`config.mk`:
```
export PLATFORM = sky130hd
export DESIGN_NAME = sso_seq_status
export DESIGN_NICKNAME = d
export VERILOG_FILES = /design/src/sso_pkg.sv /design/src/sso_seq_status.sv
export SDC_FILE = /design/constraint.sdc
export NUM_CORES = 1
export LEC_CHECK = 0
export ABC_AREA = 1
export BUFFER_PORTS_ARGS = -buffer_cell sky130_fd_sc_hd__buf_2
export CELL_PAD_IN_SITES_DETAIL_PLACEMENT = 1
export CELL_PAD_IN_SITES_GLOBAL_PLACEMENT = 1
export CORE_ASPECT_RATIO = 0.8
export CORE_MARGIN = 8
export CORE_UTILIZATION = 49
export CTS_CLUSTER_DIAMETER = 100
export DETAILED_ROUTE_END_ITERATION = 6
export PLACE_DENSITY_LB_ADDON = 0.1
export SLEW_MARGIN = 10
export SYNTH_ARGS = -nofsm -noshare
export SYNTH_HDL_FRONTEND = slang
export SYNTH_SLANG_ARGS = --single-unit
```
`constraint.sdc`:
```
create_clock -name pclk -period 8.1 [get_ports pclk]
set_clock_uncertainty 0.2 [all_clocks]
set_input_delay 0.405 -clock pclk [delete_from_list [all_inputs] [get_ports pclk]]
set_output_delay 0.405 -clock pclk [all_outputs]
set_load 0.02 [all_outputs]
```
`src/sso_pkg.sv`:
```
// package for the servo sequence/status output block: register map,
// field positions, reset values and mode codes.
// assumes a 32-bit apb slave with byte addresses on word boundaries.
package sso_pkg;

    // register byte offsets
    localparam logic [7:0] SSO_CTRL_OFS = 8'h00;
    localparam logic [7:0] SSO_ZSPD_OFS = 8'h04;
    localparam logic [7:0] SSO_DEVW_OFS = 8'h08;
    localparam logic [7:0] SSO_SHOT_OFS = 8'h0C;
    localparam logic [7:0] SSO_MAXSPD_OFS = 8'h10;
    localparam logic [7:0] SSO_TQSPD_OFS = 8'h14;
    localparam logic [7:0] SSO_BRKDLY_OFS = 8'h18;
    localparam logic [7:0] SSO_STATUS_OFS = 8'h1C;
    localparam logic [7:0] SSO_IRQ_STAT_OFS = 8'h20;
    localparam logic [7:0] SSO_IRQ_MASK_OFS = 8'h24;
    localparam logic [7:0] SSO_MSPD_OFS = 8'h40; // 8 words, 0x40..0x5C

    // control register fields
    localparam int SSO_CTRL_W = 6;
    localparam int SSO_CTRL_FMT_BIT = 0;    // settle_format_sel
    localparam int SSO_CTRL_TQSRC_BIT = 1;  // torque_limit_source_sel
    localparam int SSO_CTRL_MODE_LSB = 2;   // control mode, 2 bits
    localparam int SSO_CTRL_DSMAP_BIT = 4;  // data_source_select mapped
    localparam int SSO_CTRL_BKMAP_BIT = 5;  // brake timing mapped
    localparam logic [5:0] SSO_CTRL_RST = 6'h30;

    // control modes
    localparam logic [1:0] SSO_MODE_POS = 2'h0;
    localparam logic [1:0] SSO_MODE_SPD = 2'h1;
    localparam logic [1:0] SSO_MODE_TRQ = 2'h2;

    // settle formats
    localparam logic SSO_FMT_LEVEL = 1'b0;
    localparam logic SSO_FMT_SHOT = 1'b1;

    // status register bits
    localparam int SSO_ST_ALARM = 0;
    localparam int SSO_ST_CTRLOK = 1;
    localparam int SSO_ST_DRIVE = 2;
    localparam int SSO_ST_SETTLED = 3;
    localparam int SSO_ST_SPDHIT = 4;
    localparam int SSO_ST_BRAKE = 5;
    localparam int SSO_ST_OVWR = 6;
    localparam int SSO_ST_TABLE = 7;

    // interrupt status bits
    localparam int SSO_IRQ_W = 4;
    localparam int SSO_IRQ_ALARM = 0;   // alarm latched
    localparam int SSO_IRQ_SETTLE = 1;  // position_settled rose
    localparam int SSO_IRQ_SPDHIT = 2;  // speed limit reached
    localparam int SSO_IRQ_DRVOFF = 3;  // drive_prepared fell

    // reset values of timing and window registers (in pclk ticks / units)
    localparam logic [15:0] SSO_ZSPD_RST = 16'h0032;
    localparam logic [15:0] SSO_DEVW_RST = 16'h0064;
    localparam logic [15:0] SSO_MAXSPD_RST = 16'h1388;
    localparam logic [15:0] SSO_TQSPD_RST = 16'h1388;
    localparam logic [15:0] SSO_MSPD_RST = 16'h0000;
    localparam logic [23:0] SSO_SHOT_RST = 24'h00_03E8;
    localparam logic [23:0] SSO_BRKDLY_RST = 24'h00_03E8;

    // table depth of multistep speed settings (3 select bits)
    localparam int SSO_MSPD_N = 8;

endpackage : sso_pkg

```
`src/sso_seq_status.sv`:
```
// servo sequence-signal logic: data-source choice, ready outputs,
// in-position, speed limit, teaching overwrite, brake timing, alarm latch.
// assumes discrete inputs and servo-loop status are synchronous to pclk;
// apb master drives the register file.
`timescale 1ns/1ps
module sso_seq_status
    import sso_pkg::*;
#(
    parameter int SPD_W = 16,
    parameter int CNT_W = 24
) (
    input wire logic pclk,
    input wire logic presetn,
    // apb slave
    input wire logic psel,
    input wire logic penable,
    input wire logic pwrite,
    input wire logic [7:0] paddr,
    input wire logic [31:0] pwdata,
    output logic [31:0] prdata,
    output logic pready,
    output logic pslverr,
    // discrete inputs from host sequence controller
    input wire logic servo_enable_in,
    input wire logic forced_stop_in,
    input wire logic coast_request,
    input wire logic start_in,
    input wire logic data_source_select,
    input wire logic alarm_clear_in,
    input wire logic [2:0] multistep_speed_sel,
    // status from the servo core
    input wire logic protect_trip,
    input wire logic alarm_cause_present,
    input wire logic cpu_healthy,
    input wire logic [2:0] mains_powered,
    input wire logic motion_active,
    input wire logic [SPD_W-1:0] motor_speed_abs,
    input wire logic [SPD_W-1:0] deviation_abs,
    input wire logic teaching_active,
    // outputs
    output logic use_table_data,
    output logic drive_prepared,
    output logic control_ok,
    output logic position_settled,
    output logic speed_limit_hit,
    output logic overwrite_done,
    output logic brake_timing,
    output logic alarm_detect,
    output logic irq
);

    // one packed word holds every flop
    typedef struct packed {
        // apb settings
        logic [SSO_CTRL_W-1:0] ctrl;
        logic [SPD_W-1:0] zspd;
        logic [SPD_W-1:0] devw;
        logic [SPD_W-1:0] maxspd;
        logic [SPD_W-1:0] tqspd;
        logic [SSO_MSPD_N-1:0][SPD_W-1:0] mspd;
        logic [CNT_W-1:0] shot_time;
        logic [CNT_W-1:0] brk_dly;
        // down-counters, zero = expired
        logic [CNT_W-1:0] shot_cnt;
        logic [CNT_W-1:0] hold_cnt;
        // interrupt state
        logic [SSO_IRQ_W-1:0] irq_st;
        logic [SSO_IRQ_W-1:0] irq_mask;
        // setup-cycle read word
        logic [31:0] rdata;
        logic slverr;
        logic alarm;
        // edge history
        logic clr_d;
        logic start_d;
        logic servo_d;
        logic inpos_d;
        // output flops
        logic use_table;
        logic settled;
        logic drive;
        logic ctrl_ok;
        logic spd_hit;
        logic ovwr;
        logic brake;
    } sso_state_t;

    sso_state_t state_reg;
    sso_state_t state_next;

    // control views
    logic fmt;
    logic tq_src;
    logic [1:0] mode;
    logic ds_mapped;
    logic bk_mapped;

    // bus decode
    logic wr_en;
    logic rd_setup;
    logic mapped;
    logic [31:0] rd_val;

    // settle, limit and ready terms
    logic [SPD_W-1:0] spd_limit;
    logic spd_ok;
    logic dev_ok;
    logic inpos;
    logic hold_on;
    logic base_ok;
    logic ctrl_ok_now;
    logic [7:0] status_word;

    // control field split
    // mode 3 acts as speed control
    assign fmt = state_reg.ctrl[SSO_CTRL_FMT_BIT];
    assign tq_src = state_reg.ctrl[SSO_CTRL_TQSRC_BIT];
    assign mode = state_reg.ctrl[SSO_CTRL_MODE_LSB +: 2];
    assign ds_mapped = state_reg.ctrl[SSO_CTRL_DSMAP_BIT];
    assign bk_mapped = state_reg.ctrl[SSO_CTRL_BKMAP_BIT];

    // apb decode; zero wait states, read data latched in the setup cycle
    // the mux settles before setup, so access never waits
    assign wr_en = psel & penable & pwrite;
    assign rd_setup = psel & ~penable;
    assign pready = 1'b1;
    assign prdata = state_reg.rdata;
    assign pslverr = state_reg.slverr;

    // status word for polling
    assign status_word = {state_reg.use_table, state_reg.ovwr,
                          state_reg.brake, state_reg.spd_hit,
                          state_reg.settled, state_reg.drive,
                          state_reg.ctrl_ok, state_reg.alarm};

    // read mux; unmapped offsets read zero and flag an error
    always_comb begin
        rd_val = 32'h0000_0000;
        mapped = 1'b1;
        case (paddr)
            SSO_CTRL_OFS: rd_val[SSO_CTRL_W-1:0] = state_reg.ctrl;
            SSO_ZSPD_OFS: rd_val[SPD_W-1:0] = state_reg.zspd;
            SSO_DEVW_OFS: rd_val[SPD_W-1:0] = state_reg.devw;
            SSO_SHOT_OFS: rd_val[CNT_W-1:0] = state_reg.shot_time;
            SSO_MAXSPD_OFS: rd_val[SPD_W-1:0] = state_reg.maxspd;
            SSO_TQSPD_OFS: rd_val[SPD_W-1:0] = state_reg.tqspd;
            SSO_BRKDLY_OFS: rd_val[CNT_W-1:0] = state_reg.brk_dly;
            SSO_STATUS_OFS: rd_val[7:0] = status_word;
            SSO_IRQ_STAT_OFS: rd_val[SSO_IRQ_W-1:0] = state_reg.irq_st;
            SSO_IRQ_MASK_OFS: rd_val[SSO_IRQ_W-1:0] = state_reg.irq_mask;
            default: begin
                // multistep window
                mapped = 1'b0;
                for (int i = 0; i < SSO_MSPD_N; i++) begin
                    if (paddr == SSO_MSPD_OFS + 8'(4 * i)) begin
                        rd_val[SPD_W-1:0] = state_reg.mspd[i];
                        mapped = 1'b1;
                    end
                end
            end
        endcase
    end

    // speed limit per mode; torque mode may take the multistep entry
    // limitation: the select is live, not held
    always_comb begin
        if (mode == SSO_MODE_TRQ) begin
            if (tq_src) begin
                spd_limit = state_reg.mspd[multistep_speed_sel];
            end else begin
                spd_limit = state_reg.tqspd;
            end
        end else begin
            spd_limit = state_reg.maxspd;
        end
    end

    // in-position windows
    // inclusive: equal to the setting is inside
    assign spd_ok = motor_speed_abs <= state_reg.zspd;
    assign dev_ok = deviation_abs <= state_reg.devw;
    assign inpos = spd_ok & dev_ok;

    // states where position control holds settled on regardless of motion
    // idle states show as no motion
    assign hold_on = ~motion_active | ~servo_enable_in | ~forced_stop_in;

    // readiness chains use the latched alarm
    // both chains drop together on stop or coast
    assign ctrl_ok_now = forced_stop_in & ~coast_request & ~state_reg.alarm
                         & cpu_healthy & (&mains_powered);
    assign base_ok = forced_stop_in & ~coast_request & ~state_reg.alarm
                     & ctrl_ok_now;

    // next-state logic for the whole block
    always_comb begin
        logic [SSO_IRQ_W-1:0] ev;
        logic [SSO_IRQ_W-1:0] clr;
        ev = '0;
        clr = '0;
        state_next = state_reg;

        // register writes take effect at the access edge
        // status is read-only
        if (wr_en) begin
            case (paddr)
                SSO_CTRL_OFS: state_next.ctrl = pwdata[SSO_CTRL_W-1:0];
                SSO_ZSPD_OFS: state_next.zspd = pwdata[SPD_W-1:0];
                SSO_DEVW_OFS: state_next.devw = pwdata[SPD_W-1:0];
                SSO_SHOT_OFS: state_next.shot_time = pwdata[CNT_W-1:0];
                SSO_MAXSPD_OFS: state_next.maxspd = pwdata[SPD_W-1:0];
                SSO_TQSPD_OFS: state_next.tqspd = pwdata[SPD_W-1:0];
                SSO_BRKDLY_OFS: state_next.brk_dly = pwdata[CNT_W-1:0];
                SSO_IRQ_STAT_OFS: clr = pwdata[SSO_IRQ_W-1:0];
                SSO_IRQ_MASK_OFS:
                    state_next.irq_mask = pwdata[SSO_IRQ_W-1:0];
                default: begin
                    for (int i = 0; i < SSO_MSPD_N; i++) begin
                        if (paddr == SSO_MSPD_OFS + 8'(4 * i)) begin
                            state_next.mspd[i] = pwdata[SPD_W-1:0];
                        end
                    end
                end
            endcase
        end
        if (rd_setup) begin
            state_next.rdata = rd_val;
            state_next.slverr = ~mapped;
        end

        // edge history of the discrete inputs
        // discrete-input histories reset to idle low, inpos_d resets high
        state_next.start_d = start_in;
        state_next.clr_d = alarm_clear_in;
        state_next.servo_d = servo_enable_in;
        state_next.inpos_d = inpos;

        // data source: taken only at start edge, live value wins a tie
        // unmapped select reads low
        if (start_in & ~state_reg.start_d) begin
            state_next.use_table = data_source_select & ds_mapped;
        end

        // alarm latch: a trip in the clear cycle keeps the alarm set
        if (protect_trip) begin
            state_next.alarm = 1'b1;
        end else if (alarm_clear_in & ~state_reg.clr_d
                     & ~alarm_cause_present) begin
            state_next.alarm = 1'b0;
        end
        if (protect_trip & ~state_reg.alarm) begin
            ev[SSO_IRQ_ALARM] = 1'b1;
        end

        state_next.ctrl_ok = ctrl_ok_now;

        // drive ready with hold-off after servo off
        // hold starts only from an active drive,
        // so a drop while not ready never raises it
        if (!base_ok) begin
            state_next.hold_cnt = '0;
            state_next.drive = 1'b0;
        end else if (servo_enable_in) begin
            state_next.hold_cnt = '0;
            state_next.drive = 1'b1;
        end else begin
            if (state_reg.servo_d & state_reg.drive) begin
                state_next.hold_cnt = state_reg.brk_dly;
            end else if (state_reg.hold_cnt != '0) begin
                state_next.hold_cnt = state_reg.hold_cnt - 1'b1;
            end
            state_next.drive = state_next.hold_cnt != '0;
        end
        if (state_reg.drive & ~state_next.drive) begin
            ev[SSO_IRQ_DRVOFF] = 1'b1;
        end

        // brake timing follows servo-on directly, no hold-off
        state_next.brake = bk_mapped & servo_enable_in & base_ok;

        // single-shot timer, restarted on each entry into position
        // limitation: chatter restarts the shot
        if (!dev_ok) begin
            state_next.shot_cnt = '0;
        end else if (inpos & ~state_reg.inpos_d) begin
            state_next.shot_cnt = state_reg.shot_time;
        end else if (state_reg.shot_cnt != '0) begin
            state_next.shot_cnt = state_reg.shot_cnt - 1'b1;
        end

        // in-position output selection
        // priority: mode, alarm, idle, format
        if (mode != SSO_MODE_POS) begin
            state_next.settled = 1'b1;
        end else if (state_reg.alarm) begin
            state_next.settled = 1'b0;
        end else if (hold_on) begin
            state_next.settled = 1'b1;
        end else if (fmt == SSO_FMT_LEVEL) begin
            state_next.settled = inpos;
        end else begin
            state_next.settled = state_next.shot_cnt != '0;
        end
        if (state_next.settled & ~state_reg.settled) begin
            ev[SSO_IRQ_SETTLE] = 1'b1;
        end

        // speed limit and teaching flags
        // equal to the limit counts as reached
        state_next.spd_hit = motor_speed_abs >= spd_limit;
        if (state_next.spd_hit & ~state_reg.spd_hit) begin
            ev[SSO_IRQ_SPDHIT] = 1'b1;
        end
        state_next.ovwr = teaching_active;

        // sticky status: a new event beats a same-cycle clear
        // software cannot lose an event
        state_next.irq_st = (state_reg.irq_st & ~clr) | ev;
    end

    // single register for all state; settled starts on in level format
    // reset branch: constants only
    always_ff @(posedge pclk or negedge presetn) begin
        if (!presetn) begin
            state_reg <= '0;
            state_reg.ctrl <= SSO_CTRL_RST;
            state_reg.zspd <= SPD_W'(SSO_ZSPD_RST);
            state_reg.devw <= SPD_W'(SSO_DEVW_RST);
            state_reg.maxspd <= SPD_W'(SSO_MAXSPD_RST);
            state_reg.tqspd <= SPD_W'(SSO_TQSPD_RST);
            state_reg.mspd <= '{default: SPD_W'(SSO_MSPD_RST)};
            state_reg.shot_time <= CNT_W'(SSO_SHOT_RST);
            state_reg.brk_dly <= CNT_W'(SSO_BRKDLY_RST);
            state_reg.settled <= 1'b1;
            state_reg.inpos_d <= 1'b1;
        end else begin
            state_reg <= state_next;
        end
    end

    // outputs straight from flops
    // irq: flop operands only, no glitch
    assign use_table_data = state_reg.use_table;
    assign drive_prepared = state_reg.drive;
    assign control_ok = state_reg.ctrl_ok;
    assign position_settled = state_reg.settled;
    assign speed_limit_hit = state_reg.spd_hit;
    assign overwrite_done = state_reg.ovwr;
    assign brake_timing = state_reg.brake;
    assign alarm_detect = state_reg.alarm;
    assign irq = |(state_reg.irq_st & state_reg.irq_mask);

endmodule : sso_seq_status

```
**Yosys cells after proc, flatten, opt, wreduce, memory -nomap -nowiden**

Cells that the tools add are included.

- Register bits: 339
- Input bits: 94
- Output and inout port bits: 43
- Logic and storage cells: 178

- Add/sub/neg operators: 2
- Order comparisons: 4
- Equal/unequal tests: 18
- Muxes and demuxes: 49
- Bitwise operators: 42
- Reductions and logical operators: 30

Operator list:

| cell | number |
|---|---|
| $mux 24 | 9 |
| $mux 16 | 11 |
| $reduce_bool 24->1 | 4 |
| $eq 8x7->1 const B | 8 |
| $pmux 8 s7 | 1 |
| $bmux 16 s3 | 1 |
| $sub 24x1->24 const B | 2 |
| $pmux 4 s10 | 1 |
| $eq 8x5->1 const B | 4 |
| $le 16x16->1 | 2 |
| $reduce_and 3->1 | 9 |
| $and 1x1->1 | 21 |
| $mux 1 | 21 |
| $pmux 2 s9 | 1 |
| $eq 8x4->1 const B | 2 |
| $eq 8x6->1 const B | 2 |
| $ge 16x16->1 | 1 |
| $pmux 2 s8 | 1 |
| $pmux 8 s2 | 1 |
| $reduce_and 2->1 | 8 |
| $not 1->1 | 15 |
| $reduce_or 10->1 | 1 |
| $reduce_or 9->1 | 1 |
| $and 4x4->4 | 2 |
| 12 further kinds | 16 |

**Depth between registers and ports, before layout**

Gate-level depths: netlist of run 1.

- Depth in word-level cells: 14
- Mapped depth: 27

**Least setup slack after synthesis of run 1**

Ideal clock, no wire load.

- Path type: input to register
- Start point: input multistep_speed_sel[1]
- End point: register state_reg[51] (netlist name)
- Library setup time: 0.126 ns
- Arrival: 2.971 ns
- Data required time: 7.774 ns
- Slack: 4.802 ns
- Stages on the path: 22
- Path buffers: 2
- Cell sequence: clkbuf_1 -> clkinv_1 -> clkbuf_1 -> a21oi_1 -> o21ai_0 -> nand3_1 -> nand3_1 -> o211ai_1 -> o21ai_0 -> ha_1 -> a21boi_0 -> o21a_1 -> o21a_1 -> o211ai_1 -> nand2_1 -> nand3_1 -> a21oi_1 -> nand3b_1 -> nand2_1 -> nand2_1 -> nand2_1 -> o21ai_0

RTL lines:

| what | line | RTL |
|---|---|---|
| start, declared | sso_seq_status.sv:30 | `input wire logic [2:0] multistep_speed_sel,` |
| end signal, assigned | sso_seq_status.sv:337 | `state_reg <= state_next;` |
| end, declared | sso_seq_status.sv:88 | `sso_state_t state_reg;` |

==> reports/results.txt, run 1 <==
Most common cell after layout, fill and taps aside -> nand2_1
# clock sinks -> 339
RePlAce Congestion -> 0.915
Post-place setup slack -> 3690 ps
Reg2reg start -> state_reg[330]$_DFFE_PN1P_
Status -> finished, final reports clean
Reg2reg path depth -> 22
DR WL met2 -> 28.8 mm
CTS resizes -> 0
Fraction of registers with async set/reset -> 100%
Relative slew margins -> 23.4%
CTS H-tree depth -> 2
Syn Inst Count -> 2401
CTS tree -> built
Worst skew pair latency -> 550 ps
Placed Instances -> 2898
Metal-1 WL -> 32.2 mm
DRC Markers -> 0
#FFs+latches synth -> 339
Tcrit/Tclk final -> 51.7%
CP Class -> reg -> reg
HP Class -> in -> reg
Period minus WS final -> 4190 ps
Net Sw Frac -> 32.8%
Rows -> 64
Setup slack, reg-to-reg -> 3910 ps
Die W -> 234 µm
Critical Path Sink Type -> flop
Global route total overflow -> 0
Post-CTS setup buffer count -> 0
RSZ-0062 raised after global routing -> false
Worst Path Max Fanout -> 24
Reg clk slew, reported paths -> 60 ps
Logic pwr share -> 23.2%
WP data required -> 8310 ps
GRT Total Usage -> 30.5%
Syn avg cell area -> 7.76 µm²
Register area share after synthesis -> 45.8%
Largest net degree at the start of global routing -> 107
Min Hold Slack -> 71.9 ps
Max cap viols -> 0
Worst-case hold path end point -> position_settled$_DFF_PN1_
Vias in the first global route -> 18084
Clock power frac -> 38.2%
Slew Viols, Final -> 0
Reg2reg end -> state_reg[50]$_DFF_PN0_
Startpoint types -> flop
Ant. Diodes -> 0
ANT nets after route -> 0
Final setup vio count -> 0
Worst Hold Launch -> motion_active
Initial antenna violation count -> 5
I/O Pins -> 137
Die Area -> 44500 µm²
Layout cell share with drive strength beyond 1 -> 11.6%
Area delta synth->final -> 12.5%
Worst hold stages -> 6
Vias after detailed routing -> 17956
Pleak -> 0.00978 µW
Internal power -> 3240 µW
Post-CTS Hold Buffers -> 34
Core area -> 37900 µm²
Worst setup margin -> 3910 ps
Share of power burned in registers -> 38.7%
HPWL Detailed -> 49.2 mm
Via/cell ratio -> 5.99
Drt pass-1 iters -> 6
Root buffer cell -> clkbuf_16
Setup_tns -> 0 ps
Syn. warnings -> 0
EDFF count, synth -> 0
Max Buffers Root-to-Sink -> 3
Yosys cell types -> 55
NumNets Final -> 2622
Top_reg_cell synth -> dfrtp_1
Starting density of the core -> 49.2%
Data arrival time of the worst path -> 4400 ps
First-pass GRT wire length -> 106 mm
Wire per inst -> 22.8 µm
Die Y -> 190 µm
Post-Syn Area -> 18600 µm²
Power density over the cells -> 230 nW/µm²
Drt initial violations -> 1622
Max Fclk -> 239 MHz
Num CTS Buffers -> 37
VDD IR max -> 130 µV
Slew @ Worst Pin -> 1150 ps
Met3 WL post-DR -> 5.77 mm
Uppermost layer routed -> met5
NetSw -> 1580 µW
Number of flip-flops in the largest register -> 301
Most frequent cells in the layout -> nand2_1, dfrtp_1, o21ai_0
Drt total wl -> 68.2 mm
# port buffers -> 119
Layout Cells excl Fill -> 2998
Final hold viol count -> 0
==> stage by stage <==
| stage | util [%] | area (µm²) | power (µW) |
|---|---|---|---|
| 4_1_cts | 55.3 | 20900 | 4800 |
| 5_1_grt | 55.3 | 21000 | 5020 |
| 6_report | 55.3 | 21000 | 4810 |
| 2_1_floorplan | - | 18600 | 2630 |
| 3_3_place_gp | 51.0 | 19300 | 2930 |
| 3_5_place_dp | 51.0 | 19300 | 2960 |
==> synth_stat cells (all sizes together), types with 2 or more instances <==
cell     instances  area (µm²)
nand2          537        2040
xnor2            5        43.8
a41oi            6        52.6
o22ai           25         156
a211oi           9        67.6
ha              52         651
nor4             6        67.6
o21ai          378        1890
dfstp           32         841
o31ai            3        22.5
nand4           31         194
buf             75         473
clkinv           4        16.3
o2111ai         16         140
nand3b          10        75.1
inv            236         886
nor3b            2        20.0
a31o             2        17.5
a2111oi          6        52.6
nand3           85         435
nor2           251         982
dfrtp          307        7680
xor2            14         123
a31oi            4        25.0
clkbuf          76         285
or2             11        68.8
a21o             3        22.5
o21a             3        22.5
a221oi          26         228
nor3            10        55.1
o211ai          23         173
a21oi          137         689
o221ai           9        78.8
conb             2        7.51
==> power by group through the flow <==
stage	Combinational [µW]	Clock, µW	Sequential [µW]
global route	1250	1910	1870
finish	1120	1840	1860
CTS	1100	1850	1860
floorplan	774	0	1860
detailed placement	1080	0	1890
global placement	1050	0	1880
==> layer usage <==
layer / vias up / global-route usage [%]
met5: - / 0
met4: 6 / 7.49
met3: 105 / 6.36
met2: 639 / 44.4
met1: 9069 / 45.7
li1: 8137 / -
==> worst max-delay path, stage by stage (launching register included) <==
cell     delay [ps]
dfstp_2         550
inv_1           110
ha_1            320
a21oi_1         160
nor2_1           60
nor2_1           90
nand2_1          60
nand2_1          50
nand2_1          40
nand2_1         440
nand3_2         610
nand2_1         210
nand2_1          90
nor2_1          180
nand3_1          90
nor2_1          130
nand3_1         100
nand2_1         220
nand2_1          80
nand2_1          60
nand2_1          60
nand2_1          80
nand2_1          50
==> cells by family (layout without fill, tap and decap cells) <==
logic type | after synthesis | after routing | share of synthesized area (%)
AO/OA/AOI/OAI | 654 | 654 | 19.7
XOR/XNOR | 19 | 19 | 0.894
adder cells (fa/ha/maj) | 52 | 52 | 3.49
buffers and inverters | 391 | 486 | 8.92
flip-flops | 339 | 339 | 45.8
other | 2 | 9 | 0.0403
AND/OR/NAND/NOR | 944 | 944 | 21.2
==> area by class of cell <==
class                   count  area [µm²]
clock buffers              48        1030
clock inverters            18         258
fillers                  4677       16900
inverters                 240         902
multi-input cells        1678        8470
flip-flops and latches    339        8520
well taps                 495         619
repair buffers            180        1150
==> worst max path at each step <==
stage                               start                      end  slack [ps]  depth (start not counted)
2_1_floorplan      multistep_speed_sel[1]  state_reg[51]$_DFF_PN0_        4800                         22
3_3_place_gp       multistep_speed_sel[0]  state_reg[51]$_DFF_PN0_        3840                         20
3_5_place_dp       multistep_speed_sel[0]  state_reg[51]$_DFF_PN0_        3690                         20
4_1_cts        state_reg[330]$_DFFE_PN1P_  state_reg[50]$_DFF_PN0_        4020                         22
5_1_grt        state_reg[326]$_DFFE_PN1P_  state_reg[50]$_DFF_PN0_        3660                         24
6_report       state_reg[330]$_DFFE_PN1P_  state_reg[50]$_DFF_PN0_        3910                         22
No activity file was read; power rests on OpenSTA's default activity.
==> run 2, diff against run 1 <==
Settings changed: ABC_AREA 1 to 0, CORE_UTILIZATION 49 to 44.
Clock period 8.1 ns to 3.68 ns, I/O delays scaled along.
==> run 2 against run 1 <==
  * Sequential cell count stayed put
  * Via count decreased by 18%
  * Critical endpoint unchanged
  * Critical path depth fell by 10
==> reports/results.txt, run 2 <==
Cell area after layout -> 21700 µm² (was 21000 µm²)
Via/cell ratio -> 6.18 (was 5.99)
Placed instance area -> 19900 µm² (was 19300 µm²)
Die Area -> 48900 µm² (was 44500 µm²)
Area delta synth->final -> 17.3% (was 12.5%)
NetSw -> 2530 µW (was 1580 µW)
Initial antenna violation count -> 1 (was 5)
Reg clk slew, reported paths -> 60 ps (about the same)
Num CTS Buffers -> 39 (was 37)
# clock sinks -> 339 (unchanged)
NumNets Final -> 1950 (was 2622)
Final setup vio count -> 0 (unchanged)
Most frequent cells in the layout -> dfrtp_1, mux2_2, nor2_1 (was nand2_1, dfrtp_1, o21ai_0)
WP data required -> 3900 ps (was 8310 ps)
Pleak -> 0.0101 µW (was 0.00978 µW)
VDD IR max -> 288 µV (was 130 µV)
Syn. warnings -> 0 (unchanged)
Fraction of registers with async set/reset -> 100% (unchanged)
DRC Markers -> 0 (unchanged)
Drt pass-1 iters -> 6 (unchanged)
ANT nets after route -> 0 (unchanged)
Startpoint types -> flop (unchanged)
Logic pwr share -> 14.3% (was 23.2%)
Clock power frac -> 43.4% (was 38.2%)
Layout cell share with drive strength beyond 1 -> 33.3% (was 11.6%)
EDFF count, synth -> 0 (unchanged)
I/O Pins -> 137 (unchanged)
Period minus WS final -> 3600 ps (was 4190 ps)
Slew Viols, Final -> 0 (unchanged)
# port buffers -> 119 (unchanged)
Synth area leader -> dfrtp_1 (unchanged)
Vias in the first global route -> 15696 (was 18084)
Die Y -> 199 µm (was 190 µm)
Max Fclk -> 278 MHz (was 239 MHz)
Core area -> 41700 µm² (was 37900 µm²)
Syn avg cell area -> 11.2 µm² (was 7.76 µm²)
CP peak stage delay -> 550 ps (was 610 ps)
Slew @ Worst Pin -> 1060 ps (was 1150 ps)
RSZ-0062 raised after global routing -> true (was false)
Internal power -> 6860 µW (was 3240 µW)
Max Buffers Root-to-Sink -> 3 (unchanged)
RePlAce Congestion -> 0.902 (was 0.915)
Net Sw Frac -> 27.0% (was 32.8%)
Count leader, synth -> dfrtp_1 (was nand2_1)
Post-Syn Area -> 18500 µm² (was 18600 µm²)
CP Class -> reg -> reg (unchanged)
Die W -> 245 µm (was 234 µm)
Drt initial violations -> 1354 (was 1622)
Slowest cell on crit path -> dfstp_2 (was nand3_2)
Commonest cells in the synthesized netlist -> dfrtp_1, mux2_2, nor2_1 (was nand2_1, dfrtp_1, o21ai_0)
CP bufs+invs -> 2 (was 1)
Starting density of the core -> 44.4% (was 49.2%)
Ant. Diodes -> 0 (unchanged)
Tot Pwr -> 9390 µW (was 4810 µW)
Yosys cell types -> 74 (was 55)
First-pass GRT wire length -> 98.1 mm (was 106 mm)
#FFs+latches synth -> 339 (unchanged)
Syn Inst Count -> 1649 (was 2401)
Worst skew pair latency -> 540 ps (was 550 ps)
HP Class -> in -> reg (unchanged)
Top_reg_cell synth -> dfrtp_1 (unchanged)
Wire per inst -> 27.0 µm (was 22.8 µm)
Max cap viols -> 0 (unchanged)
Share of power burned in registers -> 42.2% (was 38.7%)
Power density over the cells -> 432 nW/µm² (was 230 nW/µm²)
Data arrival time of the worst path -> 3820 ps (was 4400 ps)
Top post-synthesis cells by area -> dfrtp_1, mux2_2, dfstp_2, mux4_2, ha_1 (was dfrtp_1, nand2_1, o21ai_0, nor2_1, inv_1)
Critical-path cell list -> inv_2, ha_4, nor2b_1, o211ai_1, a2111o_1, a32oi_4, nand4_1, or4b_1, a221o_1, nor4_2, buf_4, o21ai_2 (was inv_1, ha_1, a21oi_1, nor2_1, nor2_1, nand2_1, nand2_1, nand2_1, nand2_1, nand3_2, nand2_1, nand2_1, nor2_1, nand3_1, nor2_1, nand3_1, nand2_1, nand2_1, nand2_1, nand2_1, nand2_1, nand2_1)
Rows -> 67 (was 64)
Layout fillers -> 4398 (was 4677)
Number of flip-flops in the largest register -> 301 (unchanged)
Status -> finished, final reports clean (unchanged)
Top cell type's share of synthesized area -> 41.5% (was 41.3%)
Relative slew margins -> 29.4% (was 23.4%)
Worst Path Max Fanout -> 4 (was 24)
CTS tree -> built (unchanged)
Crit path max-delay family -> compound AO/OA/AOI/OAI gates (was simple AND/OR/NAND/NOR gates)
HPWL Detailed -> 46.1 mm (was 49.2 mm)
Final hold viol count -> 0 (unchanged)
Root buffer cell -> clkbuf_16 (unchanged)
Global route total overflow -> 0 (unchanged)
Register area share after synthesis -> 46.1% (was 45.8%)
GRT Total Usage -> 26.2% (was 30.5%)
Tcrit/Tclk final -> 97.7% (was 51.7%)
Most common cell after layout, fill and taps aside -> dfrtp_1 (was nand2_1)
Vias after detailed routing -> 14748 (was 17956)
CTS H-tree depth -> 2 (unchanged)
Fin util -> 52.1% (was 55.3%)
Largest net degree at the start of global routing -> 85 (was 107)
Critical Path Sink Type -> flop (unchanged)
Drt total wl -> 64.3 mm (was 68.2 mm)
## run 2: changes by cell type in the layout (fill, tap and decap cells not counted), sizes merged, moves of 27 or more
cell and change:
inv -193, a222oi +27, nor2 -114, buf +54, mux4 +32, o21ai -310
nand3 -64, mux2i +44, mux2 +251, a22oi +31, nand2 -453, a21oi -69
a211oi +29
## run 2: tightest hold or removal path, stage by stage
cell and delay [ps]:
buf_2 240, nand2_1 110, a22oi_1 90, o21ai_2 70
## run 2: layout make-up
class	count	area [µm²]	share of cell area, %
well taps	552	691	3.18
clock buffers	62	1140	5.26
inverters	44	165	0.761
multi-input cells	1139	9330	43.0
flip-flops and latches	339	8520	39.3
clock inverters	8	169	0.778
repair buffers	241	1690	7.79
## run 2: routing by layer
metal	vias up	share of wire [%]	global-route usage (%)
met1	7744	48	38.8
met3	90	5.9	4.76
met5	-	0	0
met4	0	2.1	7.08
met2	471	44	38.9
li1	6443	-	-
## run 2: kinds of logic after synthesis
group | count (synthesis) | share of synthesized area (%)
compound gates | 330 | 12.5
other cells | 2 | 0.0406
buf+inv | 178 | 4.29
mux | 327 | 21.6
simple gates | 387 | 10.4
flops | 339 | 46.1
fa+ha+maj | 52 | 3.52
xor+xnor | 34 | 1.61
## run 2: power groups by stage
stage               Combinational, µW  Clock [µW]  Sequential, µW
floorplan                         792           0            3980
global placement                 1250           0            4020
detailed placement               1270           0            4020
CTS                              1320        4150            3960
global route                     1470        4280            3970
finish                           1350        4080            3960
## run 2: per-stage QoR
step                instances  hold WS, ps  setup TNS, ps  setup WS (ps)
finish                   2385         3.89              0           83.4
global route             2385         7.66          -74.0          -59.8
CTS                      2382         2.09              0           31.0
detailed placement       2271        -50.9          -42.0          -42.0
global placement         2271        -51.9              0           34.6
floorplan                1656         -312              0           30.6
## run 2: worst paths after layout
path                                             from                    endpoint  slack, ps  depth (start not counted)
max in group asynchronous                     presetn  state_reg[193]$_DFFE_PN0P_       1780                          4
hold reg to reg                state_reg[9]$_DFF_PN0_  use_table_data$_DFFE_PN0P_        250                          1
setup / recovery           state_reg[326]$_DFFE_PN1P_     state_reg[50]$_DFF_PN0_         80                         12
min in group asynchronous                     presetn     state_reg[85]$_DFF_PN0_        520                          3
hold / removal                              pwdata[1]     state_reg[50]$_DFF_PN0_          4                          4
setup reg to reg           state_reg[326]$_DFFE_PN1P_     state_reg[50]$_DFF_PN0_         80                         12
## run 2: what timing repair did
item,in CTS,in global routing
endpoints found under the setup margin,2,6
hold buffers,41,0
pin swaps,1,10
resized for setup,3,19
hold endpoints to repair,482,0
setup buffers,0,3
==> run 3, diff against run 2 <==
Settings changed: CELL_PAD_IN_SITES_DETAIL_PLACEMENT 1 to not set, CELL_PAD_IN_SITES_GLOBAL_PLACEMENT 1 to not set, CORE_UTILIZATION 44 to 55, PLACE_DENSITY set to 0.77, PLACE_DENSITY_LB_ADDON 0.1 to not set.
==> run 3 against run 2 <==
  * Fmax fell by 0.85%
  * Via count is 0.19% higher
  * Count of clock-buffer cells in the layout down 13
  * Hold slack better by 35 ps
  * Non-clock buffer count fell by 11
  * Combinational power decreased by 8%
  * Design area fell by 1.6%
  * Setup slack worse by 31 ps
  * Global-route usage rose by 1.8 points
  * Core utilization grew 12 points
  * Critical path type unchanged
  * Largest power group is now sequential cells
  * Highest routed layer unchanged
==> reports/results.txt, run 3 (synthesized netlist as in run 2, its figures left out) <==
Vias in the first global route -> 14942 (was 15696)
Reg2reg path depth -> 12 (unchanged)
Drt pass-1 iters -> 7 (was 6)
Post-place setup slack -> 15.6 ps (was -42.0 ps)
Slew Viols, Final -> 0 (unchanged)
Fin util -> 63.9% (was 52.1%)
Data arrival time of the worst path -> 3850 ps (was 3820 ps)
Worst skew pair latency -> 560 ps (was 540 ps)
Starting density of the core -> 55.4% (was 44.4%)
HP Class -> in -> reg (unchanged)
Stages on the worst setup path -> 12 (unchanged)
Num CTS Buffers -> 35 (was 39)
Die W -> 221 µm (was 245 µm)
I/O Pins -> 137 (unchanged)
ANT nets after route -> 0 (unchanged)
Die Y -> 180 µm (was 199 µm)
Power density over the cells -> 424 nW/µm² (was 432 nW/µm²)
Clock power frac -> 42.5% (was 43.4%)
NetSw -> 2430 µW (was 2530 µW)
Period minus WS final -> 3630 ps (was 3600 ps)
Layout cell share with drive strength beyond 1 -> 32.4% (was 33.3%)
Startpoint types -> flop (unchanged)
Ant. Diodes -> 0 (unchanged)
First-pass GRT wire length -> 88.2 mm (was 98.1 mm)
Vias after detailed routing -> 14776 (was 14748)
Layout fillers -> 2578 (was 4398)
Max cap viols -> 0 (unchanged)
GRT Total Usage -> 28.0% (was 26.2%)
CTS tree -> built (unchanged)
Worst setup margin -> 52.4 ps (was 83.4 ps)
Critical Path Sink Type -> flop (unchanged)
Critical-path cell list -> inv_2, ha_4, nor2b_4, o211ai_1, a2111o_1, a32oi_4, nand4_1, or4b_1, a221o_1, nor4_2, buf_4, o21ai_2 (was inv_2, ha_4, nor2b_1, o211ai_1, a2111o_1, a32oi_4, nand4_1, or4b_1, a221o_1, nor4_2, buf_4, o21ai_2)
Crit path max-delay family -> compound AO/OA/AOI/OAI gates (unchanged)
Drt initial violations -> 1758 (was 1354)
Internal power -> 6630 µW (was 6860 µW)
Worst Setup SP -> state_reg[326]$_DFFE_PN1P_ (unchanged)
Post-CTS setup buffer count -> 0 (unchanged)
Logic pwr share -> 13.7% (was 14.3%)
Max Buffers Root-to-Sink -> 3 (unchanged)
CP bufs+invs -> 2 (unchanged)
Setup_tns -> 0 ps (unchanged)
Drt total wl -> 56.8 mm (was 64.3 mm)
Final setup vio count -> 0 (unchanged)
Tcrit/Tclk final -> 98.6% (was 97.7%)
CP peak stage delay -> 560 ps (was 550 ps)
Most common cell after layout, fill and taps aside -> dfrtp_1 (unchanged)
DRC Markers -> 0 (unchanged)
# port buffers -> 119 (unchanged)
Pleak -> 0.00996 µW (was 0.0101 µW)
NumNets Final -> 1935 (was 1950)
Relative slew margins -> 22.4% (was 29.4%)
Largest net degree at the start of global routing -> 93 (was 85)
Status -> finished, final reports clean (unchanged)
Wire per inst -> 25.2 µm (was 27.0 µm)
Core area -> 33400 µm² (was 41700 µm²)
Max Fclk -> 276 MHz (was 278 MHz)
RSZ-0062 raised after global routing -> true (unchanged)
Share of power burned in registers -> 43.7% (was 42.2%)
Worst Path Max Fanout -> 4 (unchanged)
CTS H-tree depth -> 2 (unchanged)
VDD IR max -> 350 µV (was 288 µV)
Area delta synth->final -> 15.4% (was 17.3%)
RePlAce Congestion -> 0.914 (was 0.902)
Final hold viol count -> 0 (unchanged)
Die Area -> 39800 µm² (was 48900 µm²)
Min Hold Slack -> 39.0 ps (was 3.89 ps)
Global route total overflow -> 0 (unchanged)
Reg2reg start -> state_reg[326]$_DFFE_PN1P_ (unchanged)
# clock sinks -> 339 (unchanged)
Worst Hold Launch -> motor_speed_abs[14] (was pwdata[1])
Via/cell ratio -> 6.57 (was 6.18)
Net Sw Frac -> 26.8% (was 27.0%)
Slew @ Worst Pin -> 1160 ps (was 1060 ps)
Worst hold stages -> 5 (was 4)
Rows -> 60 (was 67)
Number of flip-flops in the largest register -> 301 (unchanged)
Reg clk slew, reported paths -> 60 ps (about the same)
WP data required -> 3900 ps (about the same)
Slowest cell on crit path -> dfstp_2 (unchanged)
CP Class -> reg -> reg (unchanged)
Initial antenna violation count -> 0 (was 1)
HPWL Detailed -> 40.2 mm (was 46.1 mm)
Root buffer cell -> clkbuf_16 (unchanged)
Most frequent cells in the layout -> dfrtp_1, mux2_2, nor2_1 (unchanged)
## run 3: what timing repair did
item	4_1_cts	5_1_grt
setup endpoints to repair	1	4
hold buffers	43	0
resized for setup	1	9
endpoints found under the hold margin	316	0
## run 3: cell type report
class / count / area [µm²] / share of cell area, %
Inverter: 44 / 165 / 0.774
Clock inverter: 15 / 262 / 1.22
Clock buffer: 49 / 968 / 4.54
Tap cell: 434 / 543 / 2.54
Sequential cell: 339 / 8520 / 39.9
Multi-Input combinational cell: 1139 / 9290 / 43.5
Timing Repair Buffer: 230 / 1600 / 7.49
## run 3: metrics by stage
step | total power [µW] | cells | cell area [µm²]
after floorplan | 4780 | 1656 | 18500
after global placement | 5180 | 2143 | 19600
after detailed placement | 5200 | 2143 | 19600
after CTS | 9090 | 2250 | 21300
after global routing | 9390 | 2250 | 21400
final | 9060 | 2250 | 21400
## run 3: path summary, 6_finish.rpt
path | end | slack (ps)
max reg2reg | state_reg[50]$_DFF_PN0_ | 50
min | speed_limit_hit$_DFF_PN0_ | 40
max | state_reg[50]$_DFF_PN0_ | 50
min in group asynchronous | state_reg[72]$_DFF_PN0_ | 50
max in group asynchronous | state_reg[195]$_DFFE_PN0P_ | 2300
min reg2reg | use_table_data$_DFFE_PN0P_ | 250
## run 3: metal layers
metal	vias to the layer above	global-route usage [%]	wire length (µm)
met5	-	0	0
met2	767	44.1	26100
li1	6412	-	-
met4	0	11.3	2300
met3	136	6.16	5040
met1	7461	37.3	23300
## run 3: power groups by stage
stage | Clock, µW | Sequential (µW) | Combinational, µW
2_1_floorplan | 0 | 3980 | 792
3_3_place_gp | 0 | 4020 | 1160
3_5_place_dp | 0 | 4020 | 1180
4_1_cts | 3900 | 3960 | 1230
5_1_grt | 4050 | 3970 | 1370
6_report | 3850 | 3960 | 1240
## run 3: worst reg2reg max path, stage by stage, from the launching register on
cell	delay, ps
dfstp_2	560
inv_2	50
ha_4	270
nor2b_4	130
o211ai_1	120
a2111o_1	450
a32oi_4	360
nand4_1	130
or4b_1	470
a221o_1	350
nor4_2	160
buf_4	200
o21ai_2	70
